<file path="src/hw/rxdc_pkg.sv">
// constants for the receive dma channel state and free-reference cache
`default_nettype none
package rxdc_pkg;
    // ****************************************
    // register offsets (byte addresses)
    // ****************************************
    localparam logic [7:0] REG_CTRL = 8'h00;
    localparam logic [7:0] REG_BUF_SIZE = 8'h04;
    localparam logic [7:0] REG_HEAD_OFF = 8'h08;
    localparam logic [7:0] REG_QUEUE_BASE = 8'h0c;
    localparam logic [7:0] REG_BUF_BASE = 8'h10;
    localparam logic [7:0] REG_SFQ_BOUNDS = 8'h14;
    localparam logic [7:0] REG_SFQ_INDEX = 8'h18;
    localparam logic [7:0] REG_LFQ_BOUNDS = 8'h1c;
    localparam logic [7:0] REG_LFQ_INDEX = 8'h20;
    localparam logic [7:0] REG_RQ_BOUNDS = 8'h24;
    localparam logic [7:0] REG_RQ_INDEX = 8'h28;
    localparam logic [7:0] REG_STATUS = 8'h2c;
    localparam logic [7:0] REG_VALID = 8'h30;
    // ****************************************
    // field positions and reset values
    // ****************************************
    localparam int CTRL_LIMIT_LSB = 0;
    localparam int CTRL_RAW_BIT = 2;
    localparam int CTRL_EN_BIT = 3;
    localparam int STATUS_EXH_BIT = 0;
    localparam logic [3:0] CTRL_RESET = 4'h0;
    localparam logic [31:0] BUF_SIZE_RESET = 32'h0800_0100;
    // ****************************************
    // queue entries and buffers
    // ****************************************
    localparam logic [1:0] ST_OK = 2'h0;
    localparam logic [1:0] ST_FAIL = 2'h1;
    localparam logic [1:0] ST_PARTIAL = 2'h2;
    localparam logic [3:0] RQ_BYTE_EN = 4'h7;
    localparam int BUF_SHIFT = 16;
    localparam int REF_W = 14;
    localparam int KIND_SMALL = 0;
    localparam int KIND_LARGE = 1;
    localparam int DEF_NUM_CHAN = 32;
    localparam int DEF_CACHE_DEPTH = 6;
endpackage
`default_nettype wire

</file>
<file path="src/hw/rxdc_top.sv">
// receive dma channel state table, write pipeline and free-reference caches
//
// Operation
// - thirty-two channels, three context words each
// - new buffer: remaining count is size less head offset
// - remaining count drops by one per byte
// - raw count starts from control raw limit
// - raw count drops per full buffer; at zero post chain
// - entry holds current and first descriptor references
// - entry holds size of current buffer
// - valid flag: packet in progress, fields meaningful
// - entry holds host address, advanced per access
// - interleaved packet pieces, context restored
// - own host transfers for queues
// - receive data piped until control is ready
// - output data muxed: piped data or own transfers
// - two six-entry free caches, small and large
// - caches independent, consumed singly
// - refill only when empty and needed
// - refill fetches at most six, fewer when short
// - refill stops at queue end; one transfer each
// - queue empty when read one below write, or wrapped
// - substitute other queue; both empty raises flag
// - ready entry: status over reference, third byte zero
// - remover updates read index, adder write index
//
// Strobed register access and the address map are this design's own decisions.
`default_nettype none
module rxdc_top import rxdc_pkg::*; #(
    parameter int NUM_CHAN = DEF_NUM_CHAN,
    parameter int CACHE_DEPTH = DEF_CACHE_DEPTH
) (
    // clock and reset
    input wire logic clk,
    input wire logic arst_n,
    // register port
    input wire logic [7:0] reg_addr,
    input wire logic [31:0] reg_wdata,
    input wire logic reg_wr,
    input wire logic reg_rd,
    output logic [31:0] reg_rdata,
    // receive bytes from the hdlc processor
    input wire logic rx_valid,
    input wire logic [$clog2(NUM_CHAN)-1:0] rx_chan,
    input wire logic [7:0] rx_byte,
    input wire logic rx_eop,
    input wire logic rx_err,
    output logic rx_ready,
    // host bus controller request and read return
    output logic hb_req,
    output logic hb_we,
    output logic [31:0] hb_addr,
    output logic [31:0] hb_wdata,
    output logic [3:0] hb_be,
    output logic [2:0] hb_len,
    input wire logic hb_ready,
    input wire logic hb_rvalid,
    input wire logic [31:0] hb_rdata,
    // error flag
    output logic free_queue_exhausted_irq
);
    localparam int CHW = $clog2(NUM_CHAN);

    if (NUM_CHAN < 2 || NUM_CHAN > 32 || CACHE_DEPTH < 1 || CACHE_DEPTH > 7) begin : g_chk
        $error("rxdc_top: unsupported channel count or cache depth");
    end

    typedef enum logic [2:0] {
        S_IDLE = 3'h0,
        S_CTX = 3'h1,
        S_GET = 3'h2,
        S_FILL = 3'h3,
        S_FWAIT = 3'h4,
        S_WR = 3'h5,
        S_POST = 3'h6
    } rxdc_state_t;

    // ****************************************
    // state
    // ****************************************
    rxdc_state_t st_q;
    logic [3:0] ctrl_q;
    logic [31:0] size_cfg_q, qbase_q, bbase_q;
    logic [15:0] head_off_q;
    logic [15:0] fq_start_q [2], fq_end_q [2], fq_wr_q [2], fq_rd_q [2];
    logic [15:0] rq_start_q, rq_end_q, rq_wr_q, rq_rd_q;
    logic [NUM_CHAN-1:0] v_q;
    logic [15:0] avail_q [NUM_CHAN];
    logic [1:0] rbc_q [NUM_CHAN];
    logic [REF_W-1:0] ref_q [NUM_CHAN];
    logic [15:0] bsize_q [NUM_CHAN];
    logic [REF_W-1:0] sref_q [NUM_CHAN];
    logic [31:0] addr_q [NUM_CHAN];
    logic [REF_W-1:0] cache_q [2][CACHE_DEPTH];
    logic [2:0] ccnt_q [2], chead_q [2];
    logic [CHW-1:0] ch_q;
    logic [7:0] pipe_byte_q;
    logic pipe_eop_q, pipe_err_q;
    logic post_q;
    logic [1:0] post_st_q;
    logic fk_q;
    logic [2:0] fill_n_q, fill_i_q;
    logic rx_ready_q, req_q, we_q, irq_q;
    logic [31:0] haddr_q, hwdata_q, rdata_q;
    logic [3:0] be_q;
    logic [2:0] len_q;

    // ****************************************
    // decode
    // ****************************************
    logic cur_v, want, other, accept, taken;
    logic [15:0] cur_avail, avail_dec;
    logic [31:0] cur_addr;
    logic [1:0] cur_rbc;
    logic c_has [2], q_empty [2];
    logic [15:0] nxt [2], span [2];
    logic [2:0] fetch_n [2];
    logic pop_en, fill_en, exhausted, pop_k, fill_k;
    logic [REF_W-1:0] pop_ref;
    logic [15:0] pop_size, rq_next;
    logic raw_full, raw_last;
    logic [31:0] rd_mux;
    logic [15:0] end_m1;

    // context of the channel in hand is looked up again on every visit
    assign cur_v = v_q[ch_q];
    assign cur_avail = avail_q[ch_q];
    assign cur_addr = addr_q[ch_q];
    assign cur_rbc = rbc_q[ch_q];
    assign avail_dec = cur_avail - 16'h0001;
    assign want = cur_v; // first buffer of a packet is small, later ones large
    assign other = ~cur_v;
    assign accept = rx_valid && rx_ready_q;
    assign taken = req_q && hb_ready;
    assign end_m1 = reg_wdata[31:16] - 16'h0001;

    // per-queue empty test and refill length; one generate over both kinds
    for (genvar k = 0; k < 2; k++) begin : g_fq
        assign c_has[k] = ccnt_q[k] != 3'h0;
        assign q_empty[k] = (fq_rd_q[k] + 16'h0001 == fq_wr_q[k]) ||
            (fq_rd_q[k] + 16'h0001 == fq_end_q[k] && fq_wr_q[k] == fq_start_q[k]);
        assign nxt[k] = (fq_rd_q[k] + 16'h0001 == fq_end_q[k]) ? fq_start_q[k] :
            fq_rd_q[k] + 16'h0001;
        // stopping at the end keeps each refill one host transfer
        assign span[k] = (fq_wr_q[k] >= nxt[k]) ? fq_wr_q[k] - nxt[k] :
            fq_end_q[k] - nxt[k];
        assign fetch_n[k] = (span[k] >= 16'(CACHE_DEPTH)) ? 3'(CACHE_DEPTH) :
            span[k][2:0];
    end

    // buffer source: own cache, other cache, own queue, other queue
    assign pop_en = c_has[want] || c_has[other];
    assign pop_k = c_has[want] ? want : other;
    assign fill_en = !pop_en && (!q_empty[want] || !q_empty[other]);
    assign fill_k = !q_empty[want] ? want : other;
    assign exhausted = !pop_en && !fill_en;
    assign pop_ref = cache_q[pop_k][chead_q[pop_k]];
    assign pop_size = pop_k ? size_cfg_q[31:16] : size_cfg_q[15:0];
    assign raw_full = ctrl_q[CTRL_RAW_BIT] && avail_dec == 16'h0000;
    assign raw_last = cur_rbc <= 2'h1;
    assign rq_next = (rq_wr_q + 16'h0001 == rq_end_q) ? rq_start_q : rq_wr_q + 16'h0001;

    // ****************************************
    // register read mux
    // ****************************************
    always_comb begin
        unique case (reg_addr)
            REG_CTRL: rd_mux = {28'h0, ctrl_q};
            REG_BUF_SIZE: rd_mux = size_cfg_q;
            REG_HEAD_OFF: rd_mux = {16'h0, head_off_q};
            REG_QUEUE_BASE: rd_mux = qbase_q;
            REG_BUF_BASE: rd_mux = bbase_q;
            REG_SFQ_BOUNDS: rd_mux = {fq_end_q[KIND_SMALL], fq_start_q[KIND_SMALL]};
            REG_SFQ_INDEX: rd_mux = {fq_rd_q[KIND_SMALL], fq_wr_q[KIND_SMALL]};
            REG_LFQ_BOUNDS: rd_mux = {fq_end_q[KIND_LARGE], fq_start_q[KIND_LARGE]};
            REG_LFQ_INDEX: rd_mux = {fq_rd_q[KIND_LARGE], fq_wr_q[KIND_LARGE]};
            REG_RQ_BOUNDS: rd_mux = {rq_end_q, rq_start_q};
            REG_RQ_INDEX: rd_mux = {rq_rd_q, rq_wr_q};
            REG_STATUS: rd_mux = {25'h0, ccnt_q[KIND_LARGE], ccnt_q[KIND_SMALL], irq_q};
            REG_VALID: rd_mux = 32'(v_q);
            default: rd_mux = 32'h0;
        endcase
    end

    // read data stands only in the cycle after the strobe
    always_ff @(posedge clk or negedge arst_n) begin
        if (!arst_n) begin
            rdata_q <= 32'h0;
        end else begin
            rdata_q <= reg_rd ? rd_mux : 32'h0;
        end
    end

    // ****************************************
    // host-owned configuration and indices
    // ****************************************
    // the host writes only the indices it owns: free write, ready read
    always_ff @(posedge clk or negedge arst_n) begin
        if (!arst_n) begin
            ctrl_q <= CTRL_RESET;
            size_cfg_q <= BUF_SIZE_RESET;
            head_off_q <= 16'h0;
            qbase_q <= 32'h0;
            bbase_q <= 32'h0;
            fq_start_q <= '{default: 16'h0};
            fq_end_q <= '{default: 16'h0};
            fq_wr_q <= '{default: 16'h0};
            rq_start_q <= 16'h0;
            rq_end_q <= 16'h0;
            rq_rd_q <= 16'h0;
        end else if (reg_wr) begin
            unique case (reg_addr)
                REG_CTRL: ctrl_q <= reg_wdata[3:0];
                REG_BUF_SIZE: size_cfg_q <= reg_wdata;
                REG_HEAD_OFF: head_off_q <= reg_wdata[15:0];
                REG_QUEUE_BASE: qbase_q <= {reg_wdata[31:2], 2'h0};
                REG_BUF_BASE: bbase_q <= reg_wdata;
                REG_SFQ_BOUNDS: {fq_end_q[KIND_SMALL], fq_start_q[KIND_SMALL]} <= reg_wdata;
                REG_SFQ_INDEX: fq_wr_q[KIND_SMALL] <= reg_wdata[15:0];
                REG_LFQ_BOUNDS: {fq_end_q[KIND_LARGE], fq_start_q[KIND_LARGE]} <= reg_wdata;
                REG_LFQ_INDEX: fq_wr_q[KIND_LARGE] <= reg_wdata[15:0];
                REG_RQ_BOUNDS: {rq_end_q, rq_start_q} <= reg_wdata;
                REG_RQ_INDEX: rq_rd_q <= reg_wdata[31:16];
                default: ;
            endcase
        end
    end

    // ****************************************
    // channel context table
    // ****************************************
    // data fields carry no reset; the valid flag guards them
    always_ff @(posedge clk) begin
        if (st_q == S_GET && pop_en) begin
            ref_q[ch_q] <= pop_ref;
            bsize_q[ch_q] <= pop_size;
            avail_q[ch_q] <= pop_size - head_off_q;
            addr_q[ch_q] <= bbase_q + (32'(pop_ref) << BUF_SHIFT) + 32'(head_off_q);
            if (!cur_v) begin
                sref_q[ch_q] <= pop_ref;
                rbc_q[ch_q] <= ctrl_q[CTRL_LIMIT_LSB +: 2];
            end
        end else if (st_q == S_WR && !req_q) begin
            avail_q[ch_q] <= avail_dec;
            addr_q[ch_q] <= cur_addr + 32'h1;
            if (raw_full && !raw_last) begin
                rbc_q[ch_q] <= cur_rbc - 2'h1;
            end
        end
    end

    // valid flags, cleared at reset so every channel starts afresh
    always_ff @(posedge clk or negedge arst_n) begin
        if (!arst_n) begin
            v_q <= '0;
        end else if (st_q == S_GET && pop_en) begin
            v_q[ch_q] <= 1'b1;
        end else if (st_q == S_POST && taken) begin
            v_q[ch_q] <= 1'b0;
        end
    end

    // ****************************************
    // free-reference caches
    // ****************************************
    always_ff @(posedge clk) begin
        if (st_q == S_FWAIT && hb_rvalid) begin
            cache_q[fk_q][fill_i_q] <= hb_rdata[REF_W-1:0];
        end
    end

    // ****************************************
    // transaction controller
    // ****************************************
    // one process owns every hardware-written index and the bus request
    always_ff @(posedge clk or negedge arst_n) begin
        if (!arst_n) begin
            st_q <= S_IDLE;
            ccnt_q <= '{default: 3'h0};
            chead_q <= '{default: 3'h0};
            fq_rd_q <= '{default: 16'h0};
            rq_wr_q <= 16'h0;
            ch_q <= '0;
            pipe_byte_q <= 8'h0;
            pipe_eop_q <= 1'b0;
            pipe_err_q <= 1'b0;
            post_q <= 1'b0;
            post_st_q <= ST_OK;
            fk_q <= 1'b0;
            fill_n_q <= 3'h0;
            fill_i_q <= 3'h0;
            rx_ready_q <= 1'b0;
            req_q <= 1'b0;
            we_q <= 1'b0;
            haddr_q <= 32'h0;
            hwdata_q <= 32'h0;
            be_q <= 4'h0;
            len_q <= 3'h0;
            irq_q <= 1'b0;
        end else begin
            // the error flag clears by writing one; a new event wins
            if (reg_wr && reg_addr == REG_STATUS && reg_wdata[STATUS_EXH_BIT]) begin
                irq_q <= 1'b0;
            end
            // bounds writes reset the hardware index: free read to end less one, ready write to start
            if (reg_wr && reg_addr == REG_SFQ_BOUNDS) fq_rd_q[KIND_SMALL] <= end_m1;
            if (reg_wr && reg_addr == REG_LFQ_BOUNDS) fq_rd_q[KIND_LARGE] <= end_m1;
            if (reg_wr && reg_addr == REG_RQ_BOUNDS) rq_wr_q <= reg_wdata[15:0];
            unique case (st_q)
                S_IDLE: begin
                    rx_ready_q <= ctrl_q[CTRL_EN_BIT] && !accept;
                    if (accept) begin
                        // byte waits here while control is worked out
                        ch_q <= rx_chan;
                        pipe_byte_q <= rx_byte;
                        pipe_eop_q <= rx_eop;
                        pipe_err_q <= rx_err;
                        st_q <= S_CTX;
                    end
                end
                S_CTX: begin
                    st_q <= (!cur_v || cur_avail == 16'h0) ? S_GET : S_WR;
                end
                S_GET: begin
                    if (pop_en) begin
                        ccnt_q[pop_k] <= ccnt_q[pop_k] - 3'h1;
                        chead_q[pop_k] <= chead_q[pop_k] + 3'h1;
                        st_q <= S_WR;
                    end else if (fill_en) begin
                        fk_q <= fill_k;
                        fill_n_q <= fetch_n[fill_k];
                        fill_i_q <= 3'h0;
                        req_q <= 1'b1;
                        we_q <= 1'b0;
                        haddr_q <= qbase_q + {14'h0, nxt[fill_k], 2'h0};
                        be_q <= 4'hf;
                        len_q <= fetch_n[fill_k];
                        st_q <= S_FILL;
                    end else begin
                        irq_q <= 1'b1;
                        // a packet cut short goes out as partial; the byte is lost
                        post_st_q <= ST_PARTIAL;
                        st_q <= cur_v ? S_POST : S_IDLE;
                    end
                end
                S_FILL: begin
                    if (taken) begin
                        req_q <= 1'b0;
                        st_q <= S_FWAIT;
                    end
                end
                S_FWAIT: begin
                    if (hb_rvalid) begin
                        fill_i_q <= fill_i_q + 3'h1;
                        if (fill_i_q == fill_n_q - 3'h1) begin
                            ccnt_q[fk_q] <= fill_n_q;
                            chead_q[fk_q] <= 3'h0;
                            fq_rd_q[fk_q] <= nxt[fk_q] + 16'(fill_n_q) - 16'h1;
                            st_q <= S_GET;
                        end
                    end
                end
                S_WR: begin
                    if (!req_q) begin
                        // pipelined byte goes out on its own lane
                        req_q <= 1'b1;
                        we_q <= 1'b1;
                        haddr_q <= cur_addr;
                        hwdata_q <= {4{pipe_byte_q}};
                        be_q <= 4'h1 << cur_addr[1:0];
                        len_q <= 3'h1;
                        post_q <= pipe_eop_q || (raw_full && raw_last);
                        post_st_q <= (pipe_eop_q && pipe_err_q) ? ST_FAIL : ST_OK;
                    end else if (taken) begin
                        req_q <= 1'b0;
                        st_q <= post_q ? S_POST : S_IDLE;
                    end
                end
                S_POST: begin
                    if (!req_q) begin
                        req_q <= 1'b1;
                        we_q <= 1'b1;
                        haddr_q <= qbase_q + {14'h0, rq_wr_q, 2'h0};
                        hwdata_q <= {8'h00, 8'h00, post_st_q, sref_q[ch_q]};
                        be_q <= RQ_BYTE_EN;
                        len_q <= 3'h1;
                    end else if (taken) begin
                        req_q <= 1'b0;
                        rq_wr_q <= rq_next;
                        st_q <= S_IDLE;
                    end
                end
                default: st_q <= S_IDLE;
            endcase
        end
    end

    // ****************************************
    // outputs
    // ****************************************
    assign reg_rdata = rdata_q;
    assign rx_ready = rx_ready_q;
    assign hb_req = req_q;
    assign hb_we = we_q;
    assign hb_addr = haddr_q;
    assign hb_wdata = hwdata_q;
    assign hb_be = be_q;
    assign hb_len = len_q;
    assign free_queue_exhausted_irq = irq_q;
endmodule
`default_nettype wire

</file>
<file path="config.mk">
export PLATFORM = sky130hd
export DESIGN_NAME = rxdc_top
export DESIGN_NICKNAME = d
export VERILOG_FILES = /design/src/hw/rxdc_pkg.sv /design/src/hw/rxdc_top.sv
export SDC_FILE = /design/constraint.sdc
export NUM_CORES = 2
export LEC_CHECK = 0
export BUFFER_PORTS_ARGS = -buffer_cell sky130_fd_sc_hd__buf_2
export CORE_MARGIN = 1
export CORE_UTILIZATION = 46
export CTS_BUF_LIST = sky130_fd_sc_hd__clkbuf_16
export CTS_CLUSTER_DIAMETER = 60
export DETAILED_ROUTE_END_ITERATION = 6
export PLACE_DENSITY = 0.64
export SYNTH_ARGS = -nofsm -noshare
export SYNTH_HDL_FRONTEND = slang
export SYNTH_SLANG_ARGS = --single-unit
</file>
<file path="constraint.sdc">
create_clock -name clk -period 11.8 [get_ports clk]
set_input_delay 2.36 -clock clk [delete_from_list [all_inputs] [get_ports clk]]
set_output_delay 2.36 -clock clk [all_outputs]
set_load 0.01 [all_outputs]
</file>
==> results.json <==
{
  "pin_count": 201,
  "finalPower_mw": 33.1,
  "drt-wirelength-per-cell_um": 33.5,
  "io_buffers": 182,
  "synth_nets": 7666,
  "final_cell_mix": "edfxtp_1, nand2_1, mux4_2, dfrtp_1, o21ai_0",
  "rsz0062_at_grt": "false",
  "ff2ff_setup_slack_ns": 2.65,
  "vias_per_cell": 6.44,
  "fp.dieH_um": 509,
  "num-nets-final": 7953,
  "cts_tree": "done",
  "p_leak_nw": 46.1,
  "cts-root-buf": "clkbuf_16",
  "cts_buffer_depth": 4,
  "gp_congestion": 0.978,
  "first_pass_iters": 7,
  "powerDensity_nw_per_um2": 249,
  "yosys_warnings": 0,
  "dp_hpwl_um": 243000,
  "timing.final.crit_share_pct": 77.5,
  "cts_max_level": 5,
  "cts_buffers": 311,
  "startpoint": "ch_q[0]",
  "cp_data_required_time_ns": 12.36,
  "cpPeakStageDelay_ns": 1.05,
  "post_cts_buffers": 0,
  "overflow": 0,
  "ys.flop_type": "edfxtp_1",
  "yosys.area.top_type": "edfxtp_1",
  "report.final.slew_viol_count": 0,
  "num_rows": 185,
  "core_area_um2": 255000,
  "ys_ff_latch": 2693,
  "grt_pass1_wl_um": 529000,
  "die-area_um2": 259000,
  "wl_um": 378000,
  "yosysSeqAreaShare_pct": 66.5,
  "cap_violations": 0,
  "async_reset_ff_share_pct": 17.7,
  "min_path_cells": 2,
  "drtIter0Drc": 9020,
  "synth_area_um2": 118000,
  "postRouteAntennaNets": 0,
  "crit_path_cell_trace": "mux4_2 -> nand2b_1 -> nand4_1 -> nor2_1 -> inv_1 -> a21boi_4 -> mux2i_2 -> buf_4 -> nand2_1 -> o22ai_4 -> ha_1 -> nand4_1 -> a41oi_1 -> nor3_1 -> o21bai_1 -> a41o_1 -> o31a_1 -> o21ai_0 -> nand2_1 -> o21ai_2",
  "violations": "design-rule violations",
  "grt_max_degree": 140,
  "hold_viol_final": 0,
  "crit_arrival_ns": 9.71,
  "cts_sinks": 2693,
  "area_delta_synth_final_pct": 12.7,
  "synth_edf_count": 2216,
  "fmax_ghz": 0.109,
  "synth_cell_type_count": 123,
  "r2r-end": "addr_q[20][29]",
  "min_period_ns": 9.15,
  "post_synth.cell_area_avg_um2": 15.9,
  "hp-class": "reg -> reg",
  "start_util_pct": 46.4,
  "relSlewSlack_pct": 10.5,
  "clk_latency_ns": 0.98,
  "postCtsHoldBufs": 0,
  "synthCells": 7415,
  "endpoint_kind": "flop",
  "post-route-drc-count": 4,
  "peakVddDrop_uv": 199,
  "vias": 72700,
  "cts-resized-gates": 0,
  "tightest_slew_ns": 1.34,
  "status": "complete, but fails checks",
  "first_global_vias": 70100,
  "drive_gt1_share_pct": 23.0,
  "setup-tns-final_ns": 0,
  "synth_top_area_share_pct": 56.4,
  "final_common_cell": "edfxtp_1",
  "reg2reg_from": "ch_q[0]",
  "path_clk_slew_ns": 0.06,
  "cp_max_fo": 43,
  "grt_use_total_pct": 29.0,
  "critPathLaunchType": "flop",
  "worstSetupPathType": "reg -> reg",
  "min_from": "hb_wdata[10]",
  "setup_viol": 0,
  "whs_endpoint": "hb_wdata[10]",
  "rr_worst_depth": 20,
  "fin_worst_skew_ns": 0.0865,
  "die_x_um": 509,
  "antenna_found_initial": 15,
  "slowest_stage": "o22ai_4",
  "synth_area_leaders": "edfxtp_1, dfrtp_1, mux4_2"
}
==> per-layer routing <==
metal  routed length [µm]  track usage, %  up-vias
li1                     -               -    29900
met1               149000            40.2    38100
met2               175000            45.1     3972
met3                36100            5.42      684
met4                18200            12.5        4
met5                   31               0        -
==> registers in the layout (all words and copies together), names as in the netlist, 64 cells and up, named ones only <==
register,cells
addr_q,1024
avail_q,512
cache_q,168
rbc_q,64
sref_q,448
==> synth_stat cells, types with 47 or more instances <==
| cell | n |
|---|---|
| ha_1 | 153 |
| nand3_1 | 79 |
| nand2_1 | 513 |
| o21ai_0 | 354 |
| clkbuf_1 | 225 |
| a21oi_1 | 262 |
| buf_2 | 64 |
| nor3_1 | 47 |
| dfrtp_1 | 475 |
| a22oi_1 | 277 |
| nor2_1 | 370 |
| nand4_1 | 76 |
| inv_1 | 152 |
| nand2b_1 | 50 |
| xnor2_1 | 193 |
| a31oi_1 | 63 |
| a221oi_1 | 58 |
| mux2i_1 | 100 |
| mux2_2 | 256 |
| edfxtp_1 | 2216 |
| buf_4 | 64 |
| xor2_1 | 95 |
| mux4_2 | 507 |
| a22o_1 | 60 |
| a222oi_1 | 53 |
==> cells by family (layout without fill, tap and decap cells) <==
| family | Yosys count | after routing | synth area share (%) |
|---|---|---|---|
| and+or+nand+nor | 1425 | 1425 | 5.94 |
| adders and majority gates | 159 | 159 | 1.71 |
| other | 0 | 6 | 0 |
| xor gates and xnor gates | 295 | 295 | 2.26 |
| muxes | 880 | 880 | 13.3 |
| DFF | 2693 | 2693 | 66.5 |
| AOI/OAI and AO/OA | 1382 | 1382 | 7.79 |
| buffers and inverters | 581 | 1090 | 2.49 |
==> cell type report <==
cell class / count / area, µm²
flip-flops and latches: 2693 / 78500
well taps: 3366 / 4210
multi-input cells: 4141 / 37500
clock inverters: 218 / 1690
diodes: 6 / 15.0
fillers: 20500 / 122000
repair buffers: 401 / 2650
clock buffers: 317 / 7930
inverters: 154 / 578
==> worst max-delay path: cells and delay by family (launching register included) <==
| family | cells | cell delay [ns] |
|---|---|---|
| compound gates | 8 | 3.75 |
| fa+ha+maj | 1 | 0.49 |
| buf+inv | 2 | 0.55 |
| flops | 1 | 1.03 |
| mux | 2 | 0.61 |
| simple gates | 7 | 2.18 |
==> how the worst max path moves through the flow <==
| stage | to | slack (ns) | cells past startpoint |
|---|---|---|---|
| finish | addr_q[20][29] | 2.65 | 20 |
| global placement | addr_q[18][29] | 2.82 | 20 |
| CTS | addr_q[30][29] | 2.64 | 20 |
| detailed placement | addr_q[18][29] | 2.61 | 20 |
| global route | addr_q[30][29] | 2.16 | 22 |
| floorplan | addr_q[0][29] | 4.08 | 26 |
==> metrics by stage <==
step                      hold WS [ns]  setup WS, ns  utilization (%)  std cells  cell area [µm²]
after floorplan                  0.447          4.08                -       7415           118000
after CTS                        0.481          2.64             52.2      11300           133000
after detailed placement         0.469          2.61             48.5      10800           123000
after global routing             0.504          2.16             52.3      11300           133000
after global placement           0.462          2.82             48.5      10800           123000
final                            0.485          2.65             52.3      11300           133000
==> report_power, final <==
| group | switching (mW) | internal, mW | total, mW |
|---|---|---|---|
| Combinational | 7.35 | 3.70 | 11.1 |
| Clock | 3.82 | 5.32 | 9.14 |
| Sequential | 0.607 | 12.3 | 12.9 |
| Total | 11.8 | 21.3 | 33.1 |
Note: power is estimated with default switching activity, not from simulation.
